File: src/core/far_pkg.sv
// package: constants, fault layout and types for the fault auto-retry controller
package far_pkg;

	// clock and time base
	localparam int unsigned CLK_FREQ_HZ    = 200_000_000;
	localparam int unsigned WAIT_UNIT_MS   = 100;
	localparam int unsigned TICK_CYCLES    = CLK_FREQ_HZ / 1000 * WAIT_UNIT_MS;

	// wait time setting in 100 ms units (0.1 s to 360 s, default 1 s)
	localparam int unsigned WAIT_W         = 12;
	localparam logic [11:0] WAIT_MIN       = 12'h001;
	localparam logic [11:0] WAIT_MAX       = 12'hE10;
	localparam logic [11:0] WAIT_DFLT      = 12'h00A;
	localparam logic [2:0]  WINDOW_MULT    = 3'h5;
	localparam int unsigned TICKS_W        = 16;

	// fault class selection (0 to 3, default 0)
	localparam logic [1:0]  CLASS_ALL      = 2'h0;
	localparam logic [1:0]  CLASS_OC       = 2'h1;
	localparam logic [1:0]  CLASS_OV       = 2'h2;
	localparam logic [1:0]  CLASS_OC_OV    = 2'h3;
	localparam logic [1:0]  CLASS_DFLT     = 2'h0;

	// attempt limit setting (0 off, 1..10 quiet, 101..110 with alarm)
	localparam logic [6:0]  LIMIT_OFF      = 7'h00;
	localparam logic [6:0]  LIMIT_MAX      = 7'h0A;
	localparam logic [6:0]  LIMIT_ALM_BASE = 7'h64;
	localparam logic [6:0]  LIMIT_ALM_MIN  = 7'h65;
	localparam logic [6:0]  LIMIT_ALM_MAX  = 7'h6E;

	// fault vector layout: field order fixes bit positions, bit 17 first
	localparam int unsigned FAULT_W        = 18;
	typedef struct packed {
		logic overcurrent_trip_accel;
		logic overcurrent_trip_const_speed;
		logic overcurrent_trip_decel_stop;
		logic overvoltage_trip_accel;
		logic overvoltage_trip_const_speed;
		logic overvoltage_trip_decel_stop;
		logic motor_thermal_overload;
		logic drive_thermal_overload;
		logic fin_overheat_fault;
		logic brake_switch_fault;
		logic output_ground_fault;
		logic output_phase_loss;
		logic external_thermal_relay_trip;
		logic power_limit_stall_trip;
		logic communication_fault;
		logic parameter_fault;
		logic panel_disconnect_fault;
		logic processor_fault;
	} far_fault_s;

	// eligibility masks over the fault vector
	localparam logic [17:0] MASK_OC        = 18'h38000;
	localparam logic [17:0] MASK_OV        = 18'h07000;
	localparam logic [17:0] MASK_ALL       = 18'h3FD3C;
	localparam logic [17:0] MASK_NEVER     = 18'h002C3;

	// fault record codes: bit index plus one, zero means empty
	localparam logic [4:0]  CODE_NONE      = 5'h00;
	localparam logic [4:0]  CODE_RET       = 5'h13;

	// success counter
	localparam int unsigned CNT_W          = 16;

	// controller states
	typedef enum logic [2:0] {
		ST_RUN     = 3'b000,
		ST_WAIT    = 3'b001,
		ST_RESTART = 3'b010,
		ST_WATCH   = 3'b011,
		ST_STOPPED = 3'b100
	} far_state_e;

	// settings group
	typedef struct packed {
		logic [1:0]  retry_fault_class_select;
		logic [6:0]  retry_attempt_limit;
		logic [11:0] retry_wait_time;
	} far_cfg_s;

endpackage : far_pkg

File: src/core/far_timer.sv
// module: tick prescaler and down-counter for waiting and watch windows
`timescale 1ns/100ps
`default_nettype none

module far_timer #(
	parameter int unsigned TICK_CYCLES = far_pkg::TICK_CYCLES,
	parameter int unsigned TICKS_W     = far_pkg::TICKS_W
) (
	// clock and reset
	input  wire logic               i_clk,
	input  wire logic               i_srst,
	// control
	input  wire logic               i_start,
	input  wire logic               i_cancel,
	input  wire logic [TICKS_W-1:0] i_ticks,
	// status
	output logic                    o_busy,
	output logic                    o_done
);

	typedef struct packed {
		logic               busy;
		logic               done;
		logic [31:0]        presc;
		logic [TICKS_W-1:0] ticks;
	} far_tmr_s;

	far_tmr_s st_r;
	far_tmr_s st_nxt;

	// next state: a start restarts from scratch, cancel only stops
	always_comb begin
		st_nxt      = st_r;
		st_nxt.done = 1'b0;
		if (i_start) begin
			st_nxt.busy  = 1'b1;
			st_nxt.presc = TICK_CYCLES - 1;
			// a zero load still waits one tick, never zero time
			st_nxt.ticks = (i_ticks == '0) ? TICKS_W'(1) : i_ticks;
		end else if (i_cancel) begin
			st_nxt.busy = 1'b0;
		end else if (st_r.busy) begin
			if (st_r.presc != 32'h0) begin
				st_nxt.presc = st_r.presc - 32'h1;
			end else if (st_r.ticks == TICKS_W'(1)) begin
				st_nxt.busy = 1'b0;
				st_nxt.done = 1'b1;
			end else begin
				st_nxt.presc = TICK_CYCLES - 1;
				st_nxt.ticks = st_r.ticks - TICKS_W'(1);
			end
		end
	end

	// state register
	always_ff @(posedge i_clk) begin
		if (i_srst) begin
			st_r <= '0;
		end else begin
			st_r <= st_nxt;
		end
	end

	assign o_busy = st_r.busy;
	assign o_done = st_r.done;

endmodule : far_timer

`default_nettype wire

File: src/core/far_ctrl.sv
// module: fault auto-retry controller for the drive's output stage
`timescale 1ns/100ps
`default_nettype none

// Behaviour
// - retry-eligible fault stops output; block self-resets and restarts unaided
// - class select 0..3, default 0, picks which faults are retry eligible
// - class 0 retries overcurrent, overvoltage, thermal, brake, relay, stall, comms, parameter
// - class 1 overcurrent only, 2 overvoltage only, 3 both groups
// - fin overheat, ground, phase loss, panel, limit exceeded, processor never retried
// - limit 0 off, 1..10 quiet attempts, 101..110 attempts with alarm raised
// - wait the programmed 0.1 s to 360 s time before each retry restart; an operator-cleared restart does not wait
// - success counter reads cumulative successful restarts, by retry or by operator clear
// - writing zero clears success counter; other written values ignored
// - count success after five waiting times of fault-free running after a retry or operator-cleared restart
// - faults recurring within the window keep only the first fault recorded
// - retry reset keeps thermal state; only power-on reset clears it
module far_ctrl #(
	parameter int unsigned TICK_CYCLES = far_pkg::TICK_CYCLES,
	parameter int unsigned CNT_W       = far_pkg::CNT_W
) (
	// clock and reset
	input  wire logic                      i_clk,
	input  wire logic                      i_srst,
	// protective fault detectors, levels held until reset
	input  wire far_pkg::far_fault_s       i_faults,
	// settings
	input  wire far_pkg::far_cfg_s         i_cfg,
	// success counter write port
	input  wire logic                      i_cnt_wr,
	input  wire logic [CNT_W-1:0]          i_cnt_wr_data,
	// operator reset after a hard stop
	input  wire logic                      i_fault_clear,
	// output stage and alarm
	output logic                           o_output_enable,
	output logic                           o_fault_reset,
	output logic                           o_thermal_state_clear,
	output logic                           o_alarm,
	output logic                           o_retry_limit_exceeded_fault,
	// status
	output logic                           o_retry_active,
	output logic [3:0]                     o_retry_attempts,
	output logic [4:0]                     o_retry_fault_record,
	output logic [CNT_W-1:0]               o_retry_success_counter
);

	typedef struct packed {
		far_pkg::far_state_e state;
		logic [3:0]          attempts;
		logic [4:0]          record;
		logic [CNT_W-1:0]    success_cnt;
		logic                fault_reset;
		logic                thermal_clear;
		logic                alarm;
		logic                limit_fault;
		logic                tmr_start;
		logic                tmr_cancel;
		logic [15:0]         tmr_ticks;
	} far_ctrl_s;

	far_ctrl_s st_r;
	far_ctrl_s st_nxt;

	logic        tmr_done;
	logic [17:0] fault_vec;
	logic        fault_any;
	logic        eligible;
	logic [3:0]  lim_count;
	logic        lim_alarm;
	logic [11:0] wait_units;
	logic [15:0] window_units;

	// eligibility mask for a class setting
	function automatic logic [17:0] class_mask(input logic [1:0] sel);
		logic [17:0] m;
		unique case (sel)
			far_pkg::CLASS_ALL:   m = far_pkg::MASK_ALL;
			far_pkg::CLASS_OC:    m = far_pkg::MASK_OC;
			far_pkg::CLASS_OV:    m = far_pkg::MASK_OV;
			far_pkg::CLASS_OC_OV: m = far_pkg::MASK_OC | far_pkg::MASK_OV;
		endcase
		// belt and braces: hard faults stay out whatever the table says
		return m & ~far_pkg::MASK_NEVER;
	endfunction : class_mask

	// number of allowed attempts, zero for off or out-of-range settings
	function automatic logic [3:0] limit_count(input logic [6:0] lim);
		logic [3:0] n;
		n = 4'h0;
		if (lim != far_pkg::LIMIT_OFF && lim <= far_pkg::LIMIT_MAX) begin
			n = lim[3:0];
		end else if (lim >= far_pkg::LIMIT_ALM_MIN && lim <= far_pkg::LIMIT_ALM_MAX) begin
			n = 4'((lim - far_pkg::LIMIT_ALM_BASE));
		end
		return n;
	endfunction : limit_count

	// code of the highest-placed asserted fault, so one wins on a tie
	function automatic logic [4:0] fault_code(input logic [17:0] v);
		logic [4:0] c;
		c = far_pkg::CODE_NONE;
		for (int i = 0; i < 18; i++) begin
			if (v[i]) begin
				c = 5'(i + 1);
			end
		end
		return c;
	endfunction : fault_code

	// settings decode
	assign fault_vec  = i_faults;
	assign fault_any  = |fault_vec;
	// any fault outside the class mask, excluded ones included, forbids the retry
	assign eligible   = fault_any &&
	                    ((fault_vec & ~class_mask(i_cfg.retry_fault_class_select)) == '0);
	assign lim_count  = limit_count(i_cfg.retry_attempt_limit);
	assign lim_alarm  = (i_cfg.retry_attempt_limit >= far_pkg::LIMIT_ALM_MIN);

	// out-of-range wait settings are clamped rather than refused
	always_comb begin
		if (i_cfg.retry_wait_time < far_pkg::WAIT_MIN) begin
			wait_units = far_pkg::WAIT_MIN;
		end else if (i_cfg.retry_wait_time > far_pkg::WAIT_MAX) begin
			wait_units = far_pkg::WAIT_MAX;
		end else begin
			wait_units = i_cfg.retry_wait_time;
		end
	end
	// widen before the product so long wait settings do not wrap
	assign window_units = 16'(wait_units) * 16'(far_pkg::WINDOW_MULT);

	// shared timer: retry wait, then the success watch window
	far_timer #(
		.TICK_CYCLES (TICK_CYCLES),
		.TICKS_W     (16)
	) u_timer (
		.i_clk    (i_clk),
		.i_srst   (i_srst),
		.i_start  (st_r.tmr_start),
		.i_cancel (st_r.tmr_cancel),
		.i_ticks  (st_r.tmr_ticks),
		.o_busy   (),
		.o_done   (tmr_done)
	);

	// next state
	always_comb begin
		st_nxt               = st_r;
		st_nxt.fault_reset   = 1'b0;
		st_nxt.thermal_clear = 1'b0;
		st_nxt.tmr_start     = 1'b0;
		st_nxt.tmr_cancel    = 1'b0;

		unique case (st_r.state)
			// running with output on, either plain or inside a watch window
			far_pkg::ST_RUN, far_pkg::ST_WATCH: begin
				if (fault_any) begin
					st_nxt.tmr_cancel = 1'b1;
					if (eligible && lim_count != 4'h0) begin
						if (st_r.attempts < lim_count) begin
							st_nxt.state     = far_pkg::ST_WAIT;
							st_nxt.attempts  = st_r.attempts + 4'h1;
							st_nxt.alarm     = lim_alarm;
							st_nxt.tmr_start = 1'b1;
							st_nxt.tmr_ticks = 16'(wait_units);
							// later faults in the window leave the record alone
							if (st_r.record == far_pkg::CODE_NONE) begin
								st_nxt.record = fault_code(fault_vec);
							end
						end else begin
							st_nxt.state       = far_pkg::ST_STOPPED;
							st_nxt.limit_fault = 1'b1;
							st_nxt.alarm       = 1'b1;
						end
					end else begin
						// not eligible or retry off: ordinary hard stop
						st_nxt.state = far_pkg::ST_STOPPED;
						st_nxt.alarm = 1'b1;
					end
				end else if (st_r.state == far_pkg::ST_WATCH && tmr_done) begin
					// survived five waiting times with no major fault
					st_nxt.state    = far_pkg::ST_RUN;
					st_nxt.attempts = 4'h0;
					st_nxt.record   = far_pkg::CODE_NONE;
					st_nxt.alarm    = 1'b0;
				end
			end
			// output off, waiting out the programmed time
			far_pkg::ST_WAIT: begin
				if (tmr_done) begin
					st_nxt.state       = far_pkg::ST_RESTART;
					st_nxt.fault_reset = 1'b1;
				end
			end
			// one cycle for the detectors to drop their latched fault
			far_pkg::ST_RESTART: begin
				st_nxt.state     = far_pkg::ST_WATCH;
				st_nxt.alarm     = 1'b0;
				st_nxt.tmr_start = 1'b1;
				st_nxt.tmr_ticks = window_units;
			end
			// hard stop until the operator clears it
			far_pkg::ST_STOPPED: begin
				if (i_fault_clear) begin
					st_nxt.state       = far_pkg::ST_RESTART;
					st_nxt.fault_reset = 1'b1;
					st_nxt.attempts    = 4'h0;
					st_nxt.record      = far_pkg::CODE_NONE;
					st_nxt.limit_fault = 1'b0;
				end
			end
			default: begin
				st_nxt.state = far_pkg::ST_STOPPED;
				st_nxt.alarm = 1'b1;
			end
		endcase

		// counter: clear by zero write, an increment in the same cycle counts on from zero
		if (i_cnt_wr && i_cnt_wr_data == '0) begin
			st_nxt.success_cnt = '0;
		end
		if (st_r.state == far_pkg::ST_WATCH && !fault_any && tmr_done) begin
			// saturate so a long-lived drive never wraps back to zero
			if (st_nxt.success_cnt != '1) begin
				st_nxt.success_cnt = st_nxt.success_cnt + CNT_W'(1);
			end
		end
	end

	// state register; power-on reset also clears downstream thermal state
	always_ff @(posedge i_clk) begin
		if (i_srst) begin
			st_r               <= '0;
			st_r.state         <= far_pkg::ST_RUN;
			st_r.thermal_clear <= 1'b1;
		end else begin
			st_r <= st_nxt;
		end
	end

	// outputs
	assign o_output_enable              = (st_r.state == far_pkg::ST_RUN) ||
	                                      (st_r.state == far_pkg::ST_WATCH);
	assign o_fault_reset                = st_r.fault_reset;
	assign o_thermal_state_clear        = st_r.thermal_clear;
	assign o_alarm                      = st_r.alarm;
	assign o_retry_limit_exceeded_fault = st_r.limit_fault;
	assign o_retry_active               = (st_r.state == far_pkg::ST_WAIT) ||
	                                      (st_r.state == far_pkg::ST_RESTART);
	assign o_retry_attempts             = st_r.attempts;
	assign o_retry_fault_record         = st_r.record;
	assign o_retry_success_counter      = st_r.success_cnt;

endmodule : far_ctrl

`default_nettype wire

File: config.mk
export PLATFORM = sky130hd
export DESIGN_NAME = far_ctrl
export DESIGN_NICKNAME = d
export VERILOG_FILES = /design/src/core/far_pkg.sv /design/src/core/far_timer.sv /design/src/core/far_ctrl.sv
export SDC_FILE = /design/constraint.sdc
export NUM_CORES = 1
export LEC_CHECK = 0
export BUFFER_PORTS_ARGS = -buffer_cell sky130_fd_sc_hd__buf_2
export CAP_MARGIN = 25
export CORE_MARGIN = 1.5
export CORE_UTILIZATION = 55
export DETAILED_ROUTE_END_ITERATION = 12
export GPL_ROUTABILITY_DRIVEN = 0
export HOLD_SLACK_MARGIN = 0.03
export MAX_ROUTING_LAYER = met4
export PLACE_DENSITY = 0.76
export SYNTH_ARGS = -nofsm -noshare
export SYNTH_HDL_FRONTEND = slang
export SYNTH_SLANG_ARGS = --single-unit
File: constraint.sdc
create_clock -name i_clk -period 4.8 [get_ports i_clk]
set_input_delay 0.72 -clock i_clk [delete_from_list [all_inputs] [get_ports i_clk]]
set_output_delay 0.72 -clock i_clk [all_outputs]
set_load 0.1 [all_outputs]
# Word-level counts from Yosys, hierarchy flattened
# Index checks and enable logic that the tools add are counted.
[totals]
register_bits = 100
in_bits = 59
[op_classes]
n_addsub = 5
mul = 1
magnitude_cmp = 6
n_eq_ne = 24
n_mux = 68
n_bitwise = 6
reduce_logical = 38
[op_table]
columns = ["op", "n"]
rows = [
  ["16-bit 2-to-1 mux", 7],
  ["5-bit 2-to-1 mux", 18],
  ["41-bit 2-to-1 mux", 2],
  ["18-bit case mux with 4 select lines", 1],
  ["12-bit 2-to-1 mux", 5],
  ["50-bit 2-to-1 mux", 1],
  ["48-bit 2-to-1 mux", 1],
  ["16-bit zero test", 2],
  ["32-bit 2-to-1 mux", 1],
  ["16-bit case mux with 2 select lines", 1],
  ["32-bit nonzero test", 1],
  ["32-bit by 1-bit subtractor with 32-bit output (second input constant)", 1],
  ["21-bit 2-to-1 mux", 1],
  ["19-bit 2-to-1 mux", 1],
  ["18-bit bitwise AND", 1],
  ["18-bit zero test", 1],
  ["9-bit 2-to-1 mux", 2],
  ["18-bit NOT", 1],
  ["9-bit case mux with 2 select lines", 1],
  ["18-bit OR reduction", 1],
  ["16-bit by 1-bit adder with 16-bit output (second input constant)", 1],
  ["16-bit by 1-bit == test with 1-bit output (second input constant)", 1],
  ["16-bit != test (second input constant)", 1],
  ["16-bit by 1-bit subtractor with 16-bit output (second input constant)", 1],
  ["42 further kinds", 94],
]

# Logic depth before layout (Yosys ltp)
[logic_depth]
depth_word = 23
mapped_depth = 15

# Cells and area by module
# A second synthesis with hierarchy kept.
[unflattened]
hier_cells = 842
hier_area_um2 = 6641.4
[modules_own_cells]
columns = ["mod", "instances", "cells_each", "area_each_um2"]
rows = [
  ["far_ctrl", 1, 468, 3686.0],
  ["far_timer", 1, 374, 2955.3],
]

# Least setup slack after synthesis
# No wires, ideal clock.
[synth_timing]
kind = "input-to-reg"
from = "in i_cfg[0] in the netlist's numbering"
to = "reg st_r[11] in the netlist's numbering"
arrival_ps = 3864
path_slack_ps = 845
path_stages = 14
path_cell_list = "nor4_1 -> nand2b_1 -> a21oi_1 -> or2_2 -> ha_1 -> fa_1 -> a21o_1 -> a21oi_1 -> o21bai_1 -> a2111oi_0 -> nor3_1 -> xor2_1 -> nand2_1 -> a311oi_1"
[synth_via]
elab_chain_len = 7
word_cells_on_any_way = 9
classes_between = "1 x mul; 2 x order compare; 6 x mux"
[synth_lines]
columns = ["element", "line_no", "rtl"]
rows = [
  ["from (decl)", "far_ctrl.sv:28", "input wire far_pkg::far_cfg_s i_cfg,"],
  ["12-bit > comparator", "far_ctrl.sv:123", "end else if (i_cfg.retry_wait_time > far_pkg::WAIT_MAX) begin"],
  ["12-bit 2-to-1 mux", "far_ctrl.sv:123", ""],
  ["12-bit 2-to-1 mux (*)", "far_ctrl.sv:121", "if (i_cfg.retry_wait_time < far_pkg::WAIT_MIN) begin"],
  ["branches (longest 3 deep; another with 12-bit by 3-bit multiplier with 15-bit output)", "--", ""],
  ["16-bit case mux with 2 select lines (*)", "far_ctrl.sv:154", "unique case (st_r.state)"],
  ["to (signal assigned)", "far_ctrl.sv:237", "st_r <= st_nxt;"],
  ["to (decl)", "far_ctrl.sv:61", "far_ctrl_s st_r;"],
]
# Mark *: on every way between the ends. The select of a mux whose other input is x is not followed.
# A chain may end at the register's enable or synchronous reset.

# Worst setup path after layout
# Same ends and word-level chain as after synthesis.

==> report_table.html <==
<table>
<tr><th>Metric</th><th>Value</th></tr>
<tr><th colspan="2">STA</th></tr>
<tr><td>Clock period minus final worst setup slack</td><td>4.05 ns</td></tr>
<tr><td>Period utilization</td><td>84.4%</td></tr>
<tr><td>Count of final hold-check violations</td><td>0</td></tr>
<tr><td>Setup TNS</td><td>0 ns</td></tr>
<tr><td>Count of endpoints failing setup in the final report</td><td>0</td></tr>
<tr><td>Clock skew</td><td>0.00937 ns</td></tr>
<tr><td>Normalized max-slew margin</td><td>44.1%</td></tr>
<tr><td>Final WS setup</td><td>0.750 ns</td></tr>
<tr><td>Actual transition at the worst max-transition pin</td><td>0.836 ns</td></tr>
<tr><td>Fmax achieved</td><td>247 MHz</td></tr>
<tr><td>Unrepaired setup endpoints after global routing</td><td>false</td></tr>
<tr><td>Worst hold margin</td><td>0.491 ns</td></tr>
<tr><td>Max-slew violations</td><td>0</td></tr>
<tr><th colspan="2">Clock network</th></tr>
<tr><td>H-tree Lvls</td><td>3</td></tr>
<tr><td>Cts repair resizes</td><td>0</td></tr>
<tr><td>Number of buffers on the longest clock path</td><td>2</td></tr>
<tr><td>Setup fix buffers added after clock tree synthesis</td><td>0</td></tr>
<tr><td>Clock latency on the worst-skew pair</td><td>0.35 ns</td></tr>
<tr><td>Clock transition at the register clock pins on the worst setup and hold paths after CTS</td><td>0.06 ns</td></tr>
<tr><td>Clock tree from TritonCTS</td><td>built</td></tr>
<tr><td>Cts hold-fix bufs</td><td>0</td></tr>
<tr><td>Number of buffers created by CTS</td><td>9</td></tr>
<tr><td># clock sinks</td><td>99</td></tr>
<tr><td>Master cell of the clock root buffer</td><td>sky130_fd_sc_hd__clkbuf_16</td></tr>
<tr><th colspan="2">Pwr</th></tr>
<tr><td>Leak pwr</td><td>2.85 nW</td></tr>
<tr><td>Power density cells</td><td>541 nW/um^2</td></tr>
<tr><td>Worst IR Drop VDD</td><td>351 uV</td></tr>
<tr><td>Tot Pwr</td><td>3.79 mW</td></tr>
<tr><th colspan="2">Placement</th></tr>
<tr><td>Final HPWL from detailed placement</td><td>11.1 mm</td></tr>
<tr><td>Placed cell areas</td><td>6680 um^2</td></tr>
<tr><td>Number of port buffers</td><td>89</td></tr>
<tr><td>Pre-CTS worst setup slack</td><td>0.395 ns</td></tr>
<tr><td>Cells after DPL</td><td>980</td></tr>
<tr><th colspan="2">Route</th></tr>
<tr><td>Count of TritonRoute iterations in the first routing pass</td><td>5</td></tr>
<tr><td>Number of violations reported at the end of detailed-routing iteration 0</td><td>435</td></tr>
<tr><td>Routed length per placed instance</td><td>15.1 um</td></tr>
<tr><td>Count of vias placed by the detailed router</td><td>6063</td></tr>
<tr><td>DRT antenna net count</td><td>0</td></tr>
<tr><td>Vias per std cell</td><td>6.08</td></tr>
<tr><td>Number of design rule violations left after detail routing</td><td>0</td></tr>
<tr><td>Overall routed net length</td><td>15.0 mm</td></tr>
<tr><th colspan="2">Cells and area</th></tr>
<tr><td>Antenna diode instance count</td><td>0</td></tr>
<tr><td>Syn-to-layout area delta</td><td>9.81%</td></tr>
<tr><td>Post-route insts no fill</td><td>997</td></tr>
<tr><td>Fraction of layout instances using a drive strength above 1</td><td>15.8%</td></tr>
<tr><td>Final core utilization</td><td>61.6%</td></tr>
<tr><td>Finished layout cell area</td><td>7000 um^2</td></tr>
<tr><td>Net count of the finished layout</td><td>941</td></tr>
<tr><th colspan="2">Worst setup path</th></tr>
<tr><td>Slowest cell delay on critical path</td><td>0.59 ns</td></tr>
<tr><td>Arrival @ worst endpoint</td><td>4.31 ns</td></tr>
<tr><td>Start point of the critical path</td><td>i_cfg[0]</td></tr>
<tr><td>Bufs and invs on worst path</td><td>1</td></tr>
<tr><td>Endpoint required time on the critical path</td><td>5.05 ns</td></tr>
<tr><td>Critical Path Most Common Cell</td><td>sky130_fd_sc_hd__a21oi_1</td></tr>
<tr><td>Cell type group with the largest total delay on the critical path</td><td>compound AO/OA/AOI/OAI gates</td></tr>
<tr><td>Critical-path maximum fanout</td><td>6</td></tr>
<tr><td>Type of destination of the critical path</td><td>register</td></tr>
<tr><td>CP Launch Type</td><td>input port</td></tr>
<tr><td>Cell breakdown of the critical path</td><td>buf_2 &gt; nor4_1 &gt; nand2b_1 &gt; a21oi_1 &gt; or2_2 &gt; ha_1 &gt; fa_1 &gt; a21o_1 &gt; a21oi_1 &gt; o21bai_1 &gt; a2111oi_0 &gt; nor3_1 &gt; xor2_1 &gt; nand2_1 &gt; a311oi_1</td></tr>
<tr><td>Critical R2R Launch</td><td>u_timer.st_r[32]</td></tr>
<tr><td>Master of the slowest instance on the critical path</td><td>sky130_fd_sc_hd__a2111oi_0</td></tr>
<tr><td>Critical path class</td><td>input port to register</td></tr>
<tr><th colspan="2">Global routing</th></tr>
<tr><td>Global-route wire length before repair</td><td>25.8 mm</td></tr>
<tr><td>Number of antenna violations at the first check in global routing</td><td>0</td></tr>
<tr><td>Global route overflow</td><td>0</td></tr>
<tr><td>Number of global-route vias before repair</td><td>5615</td></tr>
<tr><td>Global router's overall resource usage</td><td>25.6%</td></tr>
<tr><td>Largest net degree at the start of global routing</td><td>61</td></tr>
<tr><th colspan="2">Synthesis</th></tr>
<tr><td>Dominant synthesized flop cell</td><td>sky130_fd_sc_hd__dfxtp_1</td></tr>
<tr><td>Number of instances in the synthesized netlist</td><td>805</td></tr>
<tr><td>Total of flip-flops plus latches after synthesis</td><td>99</td></tr>
<tr><td>Cell Area, Synth</td><td>6380 um^2</td></tr>
<tr><td>Fraction of registers with async set or reset after synthesis</td><td>0%</td></tr>
<tr><td>Most used standard cell by instance count after synthesis</td><td>sky130_fd_sc_hd__nor2_1</td></tr>
<tr><td>Post-synth net total</td><td>897</td></tr>
<tr><td>Post-synthesis area per instance</td><td>7.92 um^2</td></tr>
<tr><td>Post-synthesis sequential area ratio</td><td>31.1%</td></tr>
<tr><td>Library cell with the largest summed area after synthesis</td><td>sky130_fd_sc_hd__dfxtp_1</td></tr>
<tr><td>Synth top cells by count</td><td>sky130_fd_sc_hd__nor2_1, sky130_fd_sc_hd__dfxtp_1, sky130_fd_sc_hd__a21oi_1, sky130_fd_sc_hd__nand2_1, sky130_fd_sc_hd__nor3_1</td></tr>
<tr><td>Warnings, synthesis</td><td>0</td></tr>
<tr><td>Area share of the largest cell type after synthesis</td><td>31.1%</td></tr>
<tr><td>Top cells by area, synth</td><td>sky130_fd_sc_hd__dfxtp_1, sky130_fd_sc_hd__nor2_1, sky130_fd_sc_hd__ha_1, sky130_fd_sc_hd__a21oi_1, sky130_fd_sc_hd__buf_4</td></tr>
<tr><td>Unique masters post-synth</td><td>75</td></tr>
<tr><td>Number of enable-type register cells in the synthesized netlist</td><td>0</td></tr>
<tr><th colspan="2">Floorplanning</th></tr>
<tr><td>Cell Rows</td><td>39</td></tr>
<tr><td>Initial core utilization</td><td>56.1%</td></tr>
<tr><td>I/O pin count</td><td>90</td></tr>
<tr><td>Area inside the core boundary</td><td>11400 um^2</td></tr>
<tr><td>Total Die Area</td><td>12300 um^2</td></tr>
<tr><td>Die Span Y</td><td>111 um</td></tr>
<tr><td>Die width</td><td>111 um</td></tr>
<tr><th colspan="2">Min path</th></tr>
<tr><td>Worst min-delay path class</td><td>register to register</td></tr>
<tr><td>Hold path start</td><td>u_timer.st_r[10]</td></tr>
<tr><th colspan="2">Outcome</th></tr>
<tr><td>Result of the run</td><td>complete, no violations</td></tr>
<tr><th colspan="2">Run</th></tr>
<tr><td>Max-cap check violation count</td><td>0</td></tr>
</table>
[worst paths after layout]
check	to	depth (start not counted)	slack, ns
setup / recovery	st_r[11]	15	0.75
hold / removal	u_timer.st_r[10]	2	0.49
setup reg to reg	u_timer.st_r[36]	8	1.69
hold reg to reg	u_timer.st_r[10]	2	0.49
[cells in the final DEF, fill, tap and decap left out, types with 9 or more instances in the layout]
cell type / n
sky130_fd_sc_hd__a211oi_1: 16
sky130_fd_sc_hd__clkbuf_16: 9
sky130_fd_sc_hd__o21ai_0: 33
sky130_fd_sc_hd__a22oi_1: 10
sky130_fd_sc_hd__nand2_1: 52
sky130_fd_sc_hd__ha_1: 32
sky130_fd_sc_hd__inv_1: 21
sky130_fd_sc_hd__buf_2: 90
sky130_fd_sc_hd__dfxtp_1: 99
sky130_fd_sc_hd__a21oi_1: 64
sky130_fd_sc_hd__xnor2_1: 21
sky130_fd_sc_hd__nor4_1: 29
sky130_fd_sc_hd__nor3_1: 35
sky130_fd_sc_hd__nand2b_1: 10
sky130_fd_sc_hd__nand4_1: 11
sky130_fd_sc_hd__nor2_1: 107
sky130_fd_sc_hd__or3_1: 16
sky130_fd_sc_hd__nor2b_1: 9
sky130_fd_sc_hd__nand3_1: 29
sky130_fd_sc_hd__and2_1: 9
sky130_fd_sc_hd__and3_1: 10
sky130_fd_sc_hd__xor2_1: 20
[tightest hold or removal path: cells and delay by family (launching register included)]
family          cells  cell delay (ns)
flops               1             0.32
compound gates      2             0.13
[where the power goes]
group / leakage, nW / switching [mW] / internal [mW]
sequential: 0.803 / 0.186 / 0.978
clock: 0.157 / 0.304 / 0.471
combinational: 1.89 / 1.25 / 0.599
total: 2.85 / 1.74 / 2.05
[registers in the layout (all words and copies together) (netlist names)]
register                      cells
u_timer.st_r                     48
st_r                             20
o_retry_success_counter          16
o_retry_fault_record              5
o_retry_attempts                  4
o_alarm                           1
o_fault_reset                     1
o_retry_limit_exceeded_fault      1
o_thermal_state_clear             1
u_timer.o_busy                    1
u_timer.o_done                    1
[cell type report]
class	instances	area, um^2
well taps	143	179
inverters	22	82.6
fillers	1022	4370
repair buffers	93	473
flip-flops and latches	99	1980
multi-input cells	624	3970
clock inverters	4	73.8
clock buffers	12	246
[kinds of logic after synthesis]
family / Yosys count / share of synthesized area, %
AOI/OAI and AO/OA: 192 / 20.7
xor gates and xnor gates: 41 / 5.63
adders and majority gates: 35 / 6.94
buffers and inverters: 82 / 6.73
DFF: 99 / 31.1
muxes: 8 / 1.26
and+or+nand+nor: 348 / 27.7
[per-layer routing]
layer | up-vias | GRT usage [%] | part of all wire (%)
met4 | 0 | 10.2 | 2.2
li1 | 3023 | - | -
met1 | 2839 | 31.3 | 45
met5 | - | - | 0
met3 | 29 | 3.34 | 4.2
met2 | 172 | 43.0 | 49
Power figures use the tool's default switching activity.
